==> src/design/tag_writer_params.svh <==
// Constants for the reader-side block write controller
// Functional notes
// Service-file count must be 1 to 11, else error.
// All listed service-file identifiers must carry one identical value.
// Block count 1..12 for 1..8 services, 1..11 for 9..11.
// Reader sends 16 data bytes per listed block; entries two or three bytes.
// Tunnel mode hands write data to the tag's host, not memory.
// Response: code byte, eight-byte identifier, two status flag bytes.
// NDEF use needs the NDEF system code configured.
// Block 0 holds attributes, NDEF file spans blocks 1 to 23.
// Attribute byte 0 holds the mapping version in use.
// Attribute byte 1, blocks per read, should be 15.
// Attribute byte 2, blocks per write, should be 11.
// Max NDEF blocks at most 0x17 shared, 0x1A Type 3 only; with enc_limit also set the code allows 0x18 when shared.
// Encryption settings may limit max NDEF blocks to 0x18.
// Attribute bytes 5 to 8 are written as zero.
// Write-status byte 0x0F before message write, 0x00 after.
// Access byte: 0x00 read-only, 0x01 read and write.
// Bytes 11 to 13 hold message length, MSB first.
// Bytes 14 to 15 hold the sum of bytes 0 to 13.
// Empty message is 0xD00000 at the start of the NDEF file.
// Identifier must match the one from the polling answer.
// Tag rejects a command whose length mismatches its counts.
// Tag leaves blocks unchanged on any error answer.
`ifndef TAG_WRITER_PARAMS_SVH
`define TAG_WRITER_PARAMS_SVH
`define CMD_WRITE      8'h08
`define RSP_WRITE      8'h09
`define SVC_MIN        8'h01
`define SVC_MAX        8'h0B
`define SVC_SPLIT      8'h08
`define BLK_MIN        8'h01
`define BLK_MAX_LO     8'h0C
`define BLK_MAX_HI     8'h0B
`define HDR_LEN        8'h0A
`define HDR_LAST       8'h09
`define RESP_LAST      4'hA
`define RESP_IDM_LAST  4'h8
`define RESP_FLAG1     4'h9
`define RESP_FLAG2     4'hA
`define LIST_HDR       8'h80
`define NDEF_SYS_CODE  16'h12FC
`define AIB_BLOCK      8'h00
`define NDEF_FIRST     8'h01
`define NDEF_LAST      8'h17
`define AIB_NBR        8'h0F
`define AIB_NBW        8'h0B
`define NMAXB_SHARED   16'h0017
`define NMAXB_T3       16'h001A
`define NMAXB_ENC      16'h0018
`define WF_BUSY        8'h0F
`define WF_DONE        8'h00
`define RW_RO          8'h00
`define RW_RW          8'h01
`define EMPTY_MSG      24'hD00000
`define RESP_TIMEOUT   32'h00001000
`endif

==> src/design/tag_writer_pkg.sv <==
// Types shared by the reader-side block write controller
package tag_writer_pkg;
  typedef enum logic [2:0] {
    ST_IDLE  = 3'b000,
    ST_HDR   = 3'b001,
    ST_SVC   = 3'b010,
    ST_COUNT = 3'b011,
    ST_LIST  = 3'b100,
    ST_DATA  = 3'b101,
    ST_RESP  = 3'b110
  } state_t;
  typedef enum logic [1:0] {
    MODE_USER  = 2'b00,
    MODE_AIB   = 2'b01,
    MODE_EMPTY = 2'b10
  } mode_t;
  typedef enum logic [1:0] {
    ERR_NONE    = 2'b00,
    ERR_PARAM   = 2'b01,
    ERR_RESP    = 2'b10,
    ERR_TIMEOUT = 2'b11
  } err_t;
  typedef struct packed {
    mode_t       mode;
    logic [63:0] idm;
    logic [15:0] svc_code;
    logic [15:0] sys_code;
    logic [7:0]  svc_count;
    logic [7:0]  blk_count;
    logic [7:0]  first_block;
  } cmd_t;
  typedef struct packed {
    logic [7:0]  version;
    logic [15:0] max_blocks;
    logic        msg_busy;
    logic        writable;
    logic [23:0] msg_length;
    logic        share_4b;
    logic        enc_limit;
  } aib_t;
  typedef struct packed {
    logic [7:0] flag1;
    logic [7:0] flag2;
  } status_t;
endpackage

==> src/design/tag_writer.sv <==
// Reader-side controller that builds block write commands for the tag
`timescale 1ns/10ps
`include "tag_writer_params.svh"
module tag_writer #(
  parameter int TIMEOUT = `RESP_TIMEOUT
) (
  // Clock and reset
  input  wire logic                   clock,
  input  wire logic                   rst,
  // User command port
  input  wire logic                   start,
  input  wire tag_writer_pkg::cmd_t   cmd,
  input  wire tag_writer_pkg::aib_t   attribute_info_block,
  // User block data loading
  input  wire logic                   buf_wr_en,
  input  wire logic [7:0]             buf_wr_addr,
  input  wire logic [7:0]             buf_wr_data,
  // Command byte stream toward the tag
  output logic                        tx_valid,
  output logic [7:0]                  tx_data,
  output logic                        tx_last,
  input  wire logic                   tx_ready,
  // Response byte stream from the tag
  input  wire logic                   rx_valid,
  input  wire logic [7:0]             rx_data,
  // User results
  output logic                        busy,
  output logic                        done,
  output tag_writer_pkg::err_t        err,
  output tag_writer_pkg::status_t     status
);
  import tag_writer_pkg::*;

  state_t      state;
  cmd_t        cur;
  aib_t        cur_aib;
  logic [7:0]  cnt;
  logic        primed;
  logic [7:0]  mem_data;
  state_t      tx_seg;
  logic [7:0]  tx_idx;
  logic [3:0]  rcnt;
  logic [63:0] idm_sh;
  logic        resp_bad;
  logic [31:0] wcnt;

  // Start checks on the requested command
  wire         idle      = (state == ST_IDLE);
  wire         take      = start && idle;
  wire         ndef_mode = (cmd.mode != MODE_USER);
  wire [7:0]   m_eff     = ndef_mode ? `BLK_MIN : cmd.blk_count;
  // service count range
  wire         k_ok = (cmd.svc_count >= `SVC_MIN) &&
                      (cmd.svc_count <= `SVC_MAX);
  // block count range
  wire [7:0]   m_max = (cmd.svc_count > `SVC_SPLIT) ? `BLK_MAX_HI
                                                    : `BLK_MAX_LO;
  wire         m_ok  = (m_eff >= `BLK_MIN) && (m_eff <= m_max);
  // NDEF needs the NDEF system code
  wire         sys_ok = !ndef_mode || (cmd.sys_code == `NDEF_SYS_CODE);
  // attribute block count limit
  wire [15:0]  nmax_lim = attribute_info_block.enc_limit ? `NMAXB_ENC :
                          attribute_info_block.share_4b  ? `NMAXB_SHARED : `NMAXB_T3;
  wire         nmax_ok  = (cmd.mode != MODE_AIB) ||
                          (attribute_info_block.max_blocks <= nmax_lim);
  wire         cmd_ok   = k_ok && m_ok && sys_ok && nmax_ok;

  // Attribute block image
  // fixed and flag bytes
  wire [7:0]  wf_byte = cur_aib.msg_busy ? `WF_BUSY : `WF_DONE;
  wire [7:0]  rw_byte = cur_aib.writable ? `RW_RW : `RW_RO;
  // checksum of bytes 0 to 13
  wire [15:0] aib_sum = 16'(cur_aib.version) + 16'(`AIB_NBR) +
                        16'(`AIB_NBW) + 16'(cur_aib.max_blocks[15:8]) +
                        16'(cur_aib.max_blocks[7:0]) + 16'(wf_byte) +
                        16'(rw_byte) + 16'(cur_aib.msg_length[23:16]) +
                        16'(cur_aib.msg_length[15:8]) +
                        16'(cur_aib.msg_length[7:0]);
  wire [7:0]  aib_bytes [16];
  // version first
  assign aib_bytes[0]  = cur_aib.version;
  assign aib_bytes[1]  = `AIB_NBR;
  assign aib_bytes[2]  = `AIB_NBW;
  assign aib_bytes[3]  = cur_aib.max_blocks[15:8];
  assign aib_bytes[4]  = cur_aib.max_blocks[7:0];
  assign aib_bytes[5]  = 8'h00;
  assign aib_bytes[6]  = 8'h00;
  assign aib_bytes[7]  = 8'h00;
  assign aib_bytes[8]  = 8'h00;
  assign aib_bytes[9]  = wf_byte;
  assign aib_bytes[10] = rw_byte;
  // length MSB first
  assign aib_bytes[11] = cur_aib.msg_length[23:16];
  assign aib_bytes[12] = cur_aib.msg_length[15:8];
  assign aib_bytes[13] = cur_aib.msg_length[7:0];
  assign aib_bytes[14] = aib_sum[15:8];
  assign aib_bytes[15] = aib_sum[7:0];

  // empty message bytes at file start
  wire [23:0] empty_msg  = `EMPTY_MSG;
  wire [7:0]  empty_byte = (cnt == 8'h00) ? empty_msg[23:16] :
                           (cnt == 8'h01) ? empty_msg[15:8]  :
                           (cnt == 8'h02) ? empty_msg[7:0]   : 8'h00;

  // Header byte: code, identifier MSB first, service count
  wire [5:0] idm_sh_amt = 6'(8'h08 - cnt) * 6'h08;
  wire [7:0] hdr_byte = (cnt == 8'h00) ? `CMD_WRITE :
                        (cnt == `HDR_LAST) ? cur.svc_count :
                        8'(cur.idm >> idm_sh_amt);
  // same identifier for every service entry, low byte first
  wire [7:0] svc_byte = cnt[0] ? cur.svc_code[15:8] : cur.svc_code[7:0];
  // NDEF blocks are fixed, user blocks run from the first block
  wire [7:0] blk_base = (cur.mode == MODE_AIB)   ? `AIB_BLOCK  :
                        (cur.mode == MODE_EMPTY) ? `NDEF_FIRST :
                        cur.first_block;
  // two-byte entries: header then block number
  wire [7:0] list_byte = cnt[0] ? 8'(blk_base + {1'b0, cnt[7:1]})
                                : `LIST_HDR;
  wire [7:0] data_byte = (cur.mode == MODE_AIB)   ? aib_bytes[cnt[3:0]] :
                         (cur.mode == MODE_EMPTY) ? empty_byte : mem_data;
  wire [7:0] cur_byte  = (state == ST_HDR)   ? hdr_byte  :
                         (state == ST_SVC)   ? svc_byte  :
                         (state == ST_COUNT) ? cur.blk_count :
                         (state == ST_LIST)  ? list_byte : data_byte;

  // Segment length and end of segment
  // sixteen data bytes per block
  wire [7:0] seg_len = (state == ST_HDR)   ? `HDR_LEN :
                       (state == ST_SVC)   ? {cur.svc_count[6:0], 1'b0} :
                       (state == ST_COUNT) ? 8'h01 :
                       (state == ST_LIST)  ? {cur.blk_count[6:0], 1'b0} :
                                             {cur.blk_count[3:0], 4'h0};
  wire       seg_end   = (cnt == 8'(seg_len - 8'h01));
  wire       sending   = (state != ST_IDLE) && (state != ST_RESP);
  wire       slot_free = !tx_valid || tx_ready;
  wire       load      = sending && slot_free &&
                         ((state != ST_DATA) || primed);
  wire       frame_end = load && (state == ST_DATA) && seg_end;
  wire       rx_take   = (state == ST_RESP) && rx_valid;
  wire       rx_final  = rx_take && (rcnt == `RESP_LAST);
  wire       timed_out = (state == ST_RESP) && (wcnt >= 32'(TIMEOUT));

  // Next state after the current segment ends
  state_t next_state;
  assign next_state = (state == ST_HDR)   ? ST_SVC   :
                      (state == ST_SVC)   ? ST_COUNT :
                      (state == ST_COUNT) ? ST_LIST  :
                      (state == ST_LIST)  ? ST_DATA  : ST_RESP;

  // User block data store
  block_buffer #(
    .WIDTH (8),
    .DEPTH (256),
    .AW    (8)
  ) block_buffer_i (
    .clock   (clock),
    .wr_en   (buf_wr_en),
    .wr_addr (buf_wr_addr),
    .wr_data (buf_wr_data),
    .rd_addr (cnt),
    .rd_data (mem_data)
  );

  // Command latch on accept
  always_ff @(posedge clock) begin
    if (take) begin
      cur           <= cmd;
      cur.blk_count <= m_eff;
      cur_aib       <= attribute_info_block;
    end
  end

  // Sequencer
  always_ff @(posedge clock) begin
    if (rst) begin
      state <= ST_IDLE;
      cnt   <= 8'h00;
    end else if (take && cmd_ok) begin
      state <= ST_HDR;
      cnt   <= 8'h00;
    end else if (load && seg_end) begin
      state <= next_state;
      cnt   <= 8'h00;
    end else if (load) begin
      cnt   <= 8'(cnt + 8'h01);
    end else if (rx_final || timed_out) begin
      state <= ST_IDLE;
    end
  end

  // Memory read settles one cycle after the address moves
  always_ff @(posedge clock) begin
    if (rst) begin
      primed <= 1'b0;
    end else begin
      primed <= (state == ST_DATA) && !load;
    end
  end

  // Command byte output
  always_ff @(posedge clock) begin
    if (rst) begin
      tx_valid <= 1'b0;
      tx_data  <= 8'h00;
      tx_last  <= 1'b0;
      tx_seg   <= ST_IDLE;
      tx_idx   <= 8'h00;
    end else if (load) begin
      tx_valid <= 1'b1;
      tx_data  <= cur_byte;
      tx_last  <= frame_end;
      tx_seg   <= state;
      tx_idx   <= cnt;
    end else if (tx_ready) begin
      tx_valid <= 1'b0;
      tx_last  <= 1'b0;
    end
  end

  // response parse: code, identifier, two flags
  always_ff @(posedge clock) begin
    if (rst || take) begin
      rcnt     <= 4'h0;
      resp_bad <= 1'b0;
      idm_sh   <= cmd.idm;
      wcnt     <= 32'h0;
    end else if (rx_take) begin
      rcnt   <= 4'(rcnt + 4'h1);
      if (rcnt == 4'h0 && rx_data != `RSP_WRITE) begin
        resp_bad <= 1'b1;
      end
      if (rcnt != 4'h0 && rcnt <= `RESP_IDM_LAST) begin
        idm_sh <= {idm_sh[55:0], 8'h00};
        if (rx_data != idm_sh[63:56]) begin
          resp_bad <= 1'b1;
        end
      end
    end else if (state == ST_RESP) begin
      wcnt <= 32'(wcnt + 32'h1);
    end
  end

  // Status flags captured from the answer
  always_ff @(posedge clock) begin
    if (rst) begin
      status <= '0;
    end else if (rx_take && rcnt == `RESP_FLAG1) begin
      status.flag1 <= rx_data;
    end else if (rx_take && rcnt == `RESP_FLAG2) begin
      status.flag2 <= rx_data;
    end
  end

  // User result outputs
  always_ff @(posedge clock) begin
    if (rst) begin
      busy <= 1'b0;
      done <= 1'b0;
      err  <= ERR_NONE;
    end else begin
      busy <= (take && cmd_ok) || (busy && !(rx_final || timed_out));
      done <= (take && !cmd_ok) || rx_final || timed_out;
      if (take && !cmd_ok) begin
        err <= ERR_PARAM;
      end else if (rx_final) begin
        err <= resp_bad ? ERR_RESP : ERR_NONE;
      end else if (timed_out) begin
        err <= ERR_TIMEOUT;
      end
    end
  end

  // Helper: data bytes accepted in the current frame
  logic [7:0] data_sent;
  always_ff @(posedge clock) begin
    if (rst || take) begin
      data_sent <= 8'h00;
    end else if (tx_valid && tx_ready && tx_seg == ST_DATA) begin
      data_sent <= 8'(data_sent + 8'h01);
    end
  end

  svc_range_a: assert property (
    @(posedge clock) disable iff (rst)
    take && !k_ok |=> done && err == ERR_PARAM && !busy)
    else $error("bad service count not refused");
  blk_range_a: assert property (
    @(posedge clock) disable iff (rst)
    take && k_ok && !m_ok |=> done && err == ERR_PARAM && !busy)
    else $error("bad block count not refused");
  svc_same_a: assert property (
    @(posedge clock) disable iff (rst)
    tx_valid && tx_seg == ST_SVC |->
      tx_data == (tx_idx[0] ? cur.svc_code[15:8] : cur.svc_code[7:0]))
    else $error("service identifier byte differs");
  data_len_a: assert property (
    @(posedge clock) disable iff (rst)
    tx_valid && tx_ready && tx_last |->
      data_sent == 8'({cur.blk_count[3:0], 4'h0} - 8'h01))
    else $error("data byte count wrong");
  ndef_sys_a: assert property (
    @(posedge clock) disable iff (rst)
    take && cmd.mode != MODE_USER && cmd.sys_code != `NDEF_SYS_CODE
      |=> err == ERR_PARAM ##1 !busy)
    else $error("NDEF command without NDEF system code");
  aib_zero_a: assert property (
    @(posedge clock) disable iff (rst)
    tx_valid && tx_seg == ST_DATA && cur.mode == MODE_AIB &&
      tx_idx >= 8'h05 && tx_idx <= 8'h08 |-> tx_data == 8'h00)
    else $error("reserved attribute byte not zero");
  aib_sum_a: assert property (
    @(posedge clock) disable iff (rst)
    tx_valid && tx_seg == ST_DATA && cur.mode == MODE_AIB &&
      tx_idx == 8'h0F |-> tx_data == aib_sum[7:0])
    else $error("attribute checksum low byte wrong");
  empty_msg_a: assert property (
    @(posedge clock) disable iff (rst)
    tx_valid && tx_seg == ST_DATA && cur.mode == MODE_EMPTY &&
      tx_idx == 8'h00 |-> tx_data == empty_msg[23:16])
    else $error("empty message marker wrong");
  resp_end_a: assert property (
    @(posedge clock) disable iff (rst)
    rx_final |=> done && !busy &&
      (err == (resp_bad ? ERR_RESP : ERR_NONE)))
    else $error("response end not reported");
  idm_check_a: assert property (
    @(posedge clock) disable iff (rst)
    rx_take && rcnt == 4'h1 && rx_data != idm_sh[63:56]
      |=> resp_bad)
    else $error("identifier mismatch not flagged");

  user_write_c:  cover property (@(posedge clock) disable iff (rst)
    rx_final && cur.mode == MODE_USER && !resp_bad);
  aib_write_c:   cover property (@(posedge clock) disable iff (rst)
    frame_end && cur.mode == MODE_AIB);
  reject_c:      cover property (@(posedge clock) disable iff (rst)
    take && !cmd_ok);
  timeout_c:     cover property (@(posedge clock) disable iff (rst)
    timed_out);
endmodule

==> src/design/block_buffer.sv <==
// Byte memory holding user block data for write commands
`timescale 1ns/10ps
module block_buffer #(
  parameter int WIDTH = 8,
  parameter int DEPTH = 256,
  parameter int AW    = 8
) (
  // Clock
  input  wire logic             clock,
  // Write side
  input  wire logic             wr_en,
  input  wire logic [AW-1:0]    wr_addr,
  input  wire logic [WIDTH-1:0] wr_data,
  // Read side, data one cycle after address
  input  wire logic [AW-1:0]    rd_addr,
  output logic      [WIDTH-1:0] rd_data
);
  logic [WIDTH-1:0] mem [DEPTH];

  // Storage write
  always_ff @(posedge clock) begin
    if (wr_en) begin
      mem[wr_addr] <= wr_data;
    end
  end

  // Registered read
  always_ff @(posedge clock) begin
    rd_data <= mem[rd_addr];
  end
endmodule

==> config.mk <==
export PLATFORM = sky130hd
export DESIGN_NAME = tag_writer
export DESIGN_NICKNAME = d
export VERILOG_FILES = /design/src/design/tag_writer_pkg.sv /design/src/design/tag_writer.sv /design/src/design/block_buffer.sv
export VERILOG_INCLUDE_DIRS = /design/src /design/src/design
export SDC_FILE = /design/constraint.sdc
export NUM_CORES = 2
export LEC_CHECK = 0
export ABC_CLOCK_PERIOD_IN_PS = 21300
export BUFFER_PORTS_ARGS = -buffer_cell sky130_fd_sc_hd__buf_2
export CORE_MARGIN = 4
export CORE_UTILIZATION = 30
export CTS_CLUSTER_DIAMETER = 40
export DETAILED_ROUTE_END_ITERATION = 10
export PLACE_DENSITY = 0.54
export REMOVE_ABC_BUFFERS = 1
export SLEW_MARGIN = 10
export SYNTH_ARGS = -nofsm -noshare
export SYNTH_HDL_FRONTEND = slang
export SYNTH_SLANG_ARGS = --single-unit
==> constraint.sdc <==
create_clock -name clock -period 21.3 [get_ports clock]
set_input_delay 1.065 -clock clock [delete_from_list [all_inputs] [get_ports clock]]
set_output_delay 1.065 -clock clock [all_outputs]
set_load 0.03 [all_outputs]
# Yosys cells after proc, flatten, opt, wreduce, memory -nomap -nowiden
# Memories as Yosys holds them, arrays and structs flattened. A register that Yosys moved wholly into a read port is not among the register bits.
# Cells that the tools add are included.
# classes
n_reduce_logical	57
muxes	49
bitwise_logic	3
n_lt_le_gt_ge	9
eq_ne	20
shifts	1
addsub	15
# ops
operator	count
64-bit two-way mux	3
8-bit two-way mux	20
64-bit by 6-bit >> shifter with 8-bit output	1
32-bit by 1-bit adder with 32-bit output (second input constant)	1
8-bit binary-select mux with 4-bit select	1
32-bit by 13-bit greater-or-equal comparator with 1-bit output (second input constant)	1
1-bit logical AND	22
3-bit two-way mux	6
15-bit by 8-bit adder with 16-bit output	1
16-bit by 8-bit adder with 16-bit output	1
16-bit by 13-bit == test with 1-bit output (second input constant)	1
8-bit by 1-bit greater-or-equal comparator with 1-bit output (second input constant)	2
16-bit by 5-bit less-or-equal comparator with 1-bit output	1
14-bit by 8-bit adder with 15-bit output	1
13-bit by 1-bit adder with 14-bit output	1
12-bit by 4-bit adder with 13-bit output	1
11-bit by 8-bit adder with 12-bit output	1
4-bit two-way mux	3
2-bit nonzero test	6
10-bit by 8-bit adder with 11-bit output	1
1-bit two-way mux	11
9-bit by 4-bit adder with 10-bit output (second input constant)	1
2-bit two-way mux	5
2-bit AND reduction	5
other kinds (35)	57
# word_totals
out_inout_bits	30
memories	1
elab_cells	183
reg_bits	299
ram_bits	2048
# mem_list
name	words	word_bits	read_ports	rd_clocked_by_memory_dff	write_ports	line_no	source
block_buffer_i.mem	256	8	1	1	1	block_buffer.sv:18	logic [WIDTH-1:0] mem [DEPTH];

# Depth between registers and ports, before layout
# logic_depth
word_depth	17
ltp_mapped	19

# Modules after synthesis
# A second synthesis with hierarchy kept.
# unflattened
cells_unflattened	5124
hier_area_um2	94634.5
# by_module_without_submodules
mod	n_inst	cells_each	area_per_inst_um2	seq_area_each_um2
block_buffer	1	3733	79556.3	61659.1
tag_writer	1	1391	15078.2	8187.9

# Worst setup path after synthesis
# Ideal clock, no wire load.
# synth_path
path_kind	register to register
from	reg state[0]
to	reg idm_sh[0], enable pin
t_required_ns	20.726
setup_time_ns	0.574
n_path_buf	4
synth_period_minus_slack_ns	21.122
setup_slack_ns	0.178
arrival_time_ns	20.548
path_stages_with_launch	8
cell_sequence	dfxtp_1 > buf_2 > buf_1 > nor4b_1 > nor2_1 > clkbuf_1 > clkbuf_1 > o21ai_0
# synth_between
elab_chain_len	5
# synth_lines
item	line_no	source
from (decl)	tag_writer.sv:34	state_t state;
from (signal assigned)	tag_writer.sv:182	state <= next_state;
3-bit logical NOT (*)	tag_writer.sv:48	wire idle = (state == ST_IDLE);
1-bit logical AND (*)	tag_writer.sv:49	wire take = start && idle;
net take	tag_writer.sv:49	
1-bit logical OR (*)	--	
2-bit nonzero test (no source line)	--	
2-bit AND reduction (no source line) (*)	--	
to (signal assigned)	tag_writer.sv:225	idm_sh <= cmd.idm;
to (signal assigned)	tag_writer.sv:233	idm_sh <= {idm_sh[55:0], 8'h00};
to (decl)	tag_writer.sv:43	logic [63:0] idm_sh;
# The timed path passes the listed nets; every way through them passes the cells marked *.
# A chain may end at the register's enable or synchronous reset.

==> impl_metrics.sql <==
INSERT INTO impl_metrics (metric_group, metric, value, unit) VALUES
('run_status', 'status', 'finished clean', ''),
('die', 'chipWidth', '568', 'um'),
('clocking', 'tritoncts', 'done', ''),
('global_routing', 'grt_pass1_vias', '49770', ''),
('pwr', 'internal_power', '8.57', 'mW'),
('clocking', 'cts.sinks', '2355', ''),
('cells_and_area', 'fill_cell_instance_count_of_the_final_layout', '28706', ''),
('setup_path', 'sort_of_element_at_the_start_of_the_critical_path', 'flip-flop', ''),
('hold_path', 'holdCritPathClass', 'primary input to flip-flop', ''),
('synth', 'syn_area_per_cell', '19.3', 'um^2'),
('global_routing', 'antenna_found_initial', '12', ''),
('setup_path', 'cp_num_buf_inv', '5', ''),
('setup_path', 'worst_ep_required_time', '22.00', 'ns'),
('hold_path', 'min_path_cells', '1', ''),
('cells_and_area', 'number_of_nets_in_the_final_layout', '5565', ''),
('setup_path', 'critPathSlowestCell', 'sky130_fd_sc_hd__buf_4', ''),
('routing', 'remaining_drc_errors', '0', ''),
('synth', 'synth_cells', '4886', ''),
('timing', 'grt_setup_unrepaired', 'no', ''),
('die', 'die_height', '568', 'um'),
('setup_path', 'timing.critical_path.to_type', 'flip-flop', ''),
('place', 'port_buffers', '233', ''),
('place', 'placedCellCount', '9087', ''),
('pwr', 'power.share.combinational', '3.9', '%'),
('synth', 'postSynthRegisterBits', '2355', ''),
('setup_path', 'crit_chain', 'buf_4 > buf_12 > buf_12 > buf_4 > buf_4 > mux4_2 > mux4_2 > a21oi_1 > nor2_1 > o211ai_1 > o31ai_1', ''),
('timing', 'achievable-frequency', '0.160', 'GHz'),
('synth', 'synth_async_sr_flop_share', '0', '%'),
('global_routing', 'grt_max_degree', '136', ''),
('global_routing', 'grt_use_total', '15.6', '%'),
('timing', 'timing_max_transition_violations_final', '0', ''),
('synth', 'yosysTopAreaCell', 'sky130_fd_sc_hd__edfxtp_1', ''),
('routing', 'detailedRoute.firstIterationViolations', '5632', ''),
('routing', 'dr.pass1.iters', '6', ''),
('synth', 'synth_sequential_area_ratio', '74.1', '%'),
('clocking', 'clk_pin_slew_worst_paths', '0.06', 'ns'),
('pwr', 'power', '11.0', 'mW'),
('synth', 'synth_largest_type_area_fraction', '72.3', '%'),
('pwr', 'share_seq_of_total_power', '46.7', '%'),
('place', 'globalplace.congestion', '0.816', ''),
('routing', 'postRouteAntennaNets', '0', ''),
('setup_path', 'r2r_cells', '11', ''),
('clocking', 'clock_latency', '0.87', 'ns'),
('synth', 'ys_warn_count', '0', ''),
('timing', 'final-setup-viol-count', '0', ''),
('pwr', 'static-leakage-power', '34.9', 'nW'),
('clocking', 'htree_levels', '5', ''),
('die', 'i_o_pin_count', '234', ''),
('pwr', 'power_switching_share', '22.1', '%'),
('setup_path', 'arrival_time_at_the_worst_endpoint', '6.97', 'ns'),
('cells_and_area', 'layout_cell_share_with_drive_strength_beyond_1', '27.4', '%'),
('cells_and_area', 'most-common-layout-cells', 'sky130_fd_sc_hd__edfxtp_1, sky130_fd_sc_hd__mux4_2, sky130_fd_sc_hd__nand2_1', ''),
('cells_and_area', 'layoutNonFillerInstCount', '9691', ''),
('timing', 'finalClockSkew', '0.0799', 'ns'),
('setup_path', 'crit_top_cell', 'sky130_fd_sc_hd__buf_4', ''),
('clocking', 'ctsResizeCount', '0', ''),
('clocking', 'number_of_buffers_added_by_the_clock_tree_synthesis_step', '332', ''),
('setup_path', 'critPathKind', 'flip-flop to flip-flop', ''),
('pwr', 'ir_drop', '0.0698', 'mV'),
('die', 'placement_rows', '205', ''),
('timing', 'maxSlewHeadroom', '15.1', '%'),
('setup_path', 'critical_path.max_stage_delay', '0.83', 'ns'),
('timing', 'final-hold-violation-count', '0', ''),
('synth', 'syn-cell-area', '0.0942', 'mm^2'),
('die', 'start_util', '30.2', '%'),
('clocking', 'holdBufCountCts', '0', ''),
('cells_and_area', 'final_common_cell', 'sky130_fd_sc_hd__edfxtp_1', ''),
('timing', 'tightest_slew', '1.27', 'ns'),
('synth', 'synth-edff-count', '2268', ''),
('synth', 'ys_top_cells_by_area', 'sky130_fd_sc_hd__edfxtp_1, sky130_fd_sc_hd__mux4_2, sky130_fd_sc_hd__dfxtp_1', ''),
('place', 'place.detailed.hpwl', '158000', 'um');
==> power groups by stage <==
stage / logic (mW) / registers [mW] / clock network (mW)
2_1_floorplan: 0.241 / 5.24 / 0
3_3_place_gp: 0.419 / 5.24 / 0
3_5_place_dp: 0.429 / 5.24 / 0
4_1_cts: 0.432 / 5.15 / 5.54
5_1_grt: 0.483 / 5.15 / 5.75
6_report: 0.427 / 5.15 / 5.44
==> synth_stat cells (22+ instances only) <==
cell type	number
sky130_fd_sc_hd__ha_1	43
sky130_fd_sc_hd__xnor2_1	36
sky130_fd_sc_hd__o22ai_1	36
sky130_fd_sc_hd__buf_2	74
sky130_fd_sc_hd__edfxtp_1	2268
sky130_fd_sc_hd__o221ai_1	24
sky130_fd_sc_hd__clkbuf_1	156
sky130_fd_sc_hd__xor2_1	36
sky130_fd_sc_hd__mux2i_1	47
sky130_fd_sc_hd__o21ai_0	72
sky130_fd_sc_hd__a21oi_1	99
sky130_fd_sc_hd__nand3_1	58
sky130_fd_sc_hd__nand2_1	365
sky130_fd_sc_hd__inv_1	93
sky130_fd_sc_hd__and2_1	25
sky130_fd_sc_hd__mux4_2	608
sky130_fd_sc_hd__fa_1	37
sky130_fd_sc_hd__a311oi_1	34
sky130_fd_sc_hd__nor2_1	367
sky130_fd_sc_hd__buf_1	39
sky130_fd_sc_hd__nor2b_1	22
sky130_fd_sc_hd__nand4_1	26
sky130_fd_sc_hd__dfxtp_1	87
==> cell type report <==
class / instances / area [um^2] / area share [%]
flip-flops and latches: 2355 / 69900 / 62.7
multi-input cells: 2159 / 22900 / 20.5
clock buffers: 368 / 8540 / 7.66
well taps: 4140 / 5180 / 4.65
clock inverters: 233 / 2480 / 2.23
repair buffers: 337 / 2080 / 1.87
inverters: 96 / 368 / 0.330
diodes: 3 / 7.51 / 0.00674
==> through the flow <==
stage	setup WS [ns]	TNS [ns]	utilization, %	hold slack, ns	instance area [um^2]
finish	15.03	0	35.7	0.407	111000
global route	14.37	0	35.7	0.364	111000
CTS	14.67	0	35.7	0.331	111000
detailed placement	14.71	0	32.2	0.452	100000
global placement	14.69	0	32.2	0.445	100000
floorplan	-12.67	-1225.57	-	0.437	93100
==> cell families after synthesis <==
kind of cell / synth area share, %
AOI/OAI and AO/OA: 2.73
xor gates and xnor gates: 0.669
adders and majority gates: 1.38
buffers and inverters: 1.62
DFF: 74.1
muxes: 15.1
and+or+nand+nor: 4.42
==> registers in the layout, summed over array words and instances (netlist names), 16 cells and up <==
signal / cells
block_buffer_i.mem: 2048
cur: 106
idm_sh: 64
aib_bytes: 48
wcnt: 32
status: 16
==> layer usage <==
layer,vias up,share of wire (%),GRT usage (%)
met3,407,8.6,3.86
met2,2004,46,24.3
met5,-,0.0085,0
li1,20630,-,-
met1,26178,42,21.9
met4,4,2.6,4.21
==> path summary, 6_finish.rpt <==
path / to / slack [ns] / from
max: block_buffer_i.rd_data[0] / 15.03 / cnt[0]
min: cur_aib[26] / 0.41 / attribute_info_block[26]
min reg2reg: status[12] / 0.46 / status[12]
max reg2reg: block_buffer_i.rd_data[0] / 15.03 / cnt[0]
(Power assumes the default switching activity.)
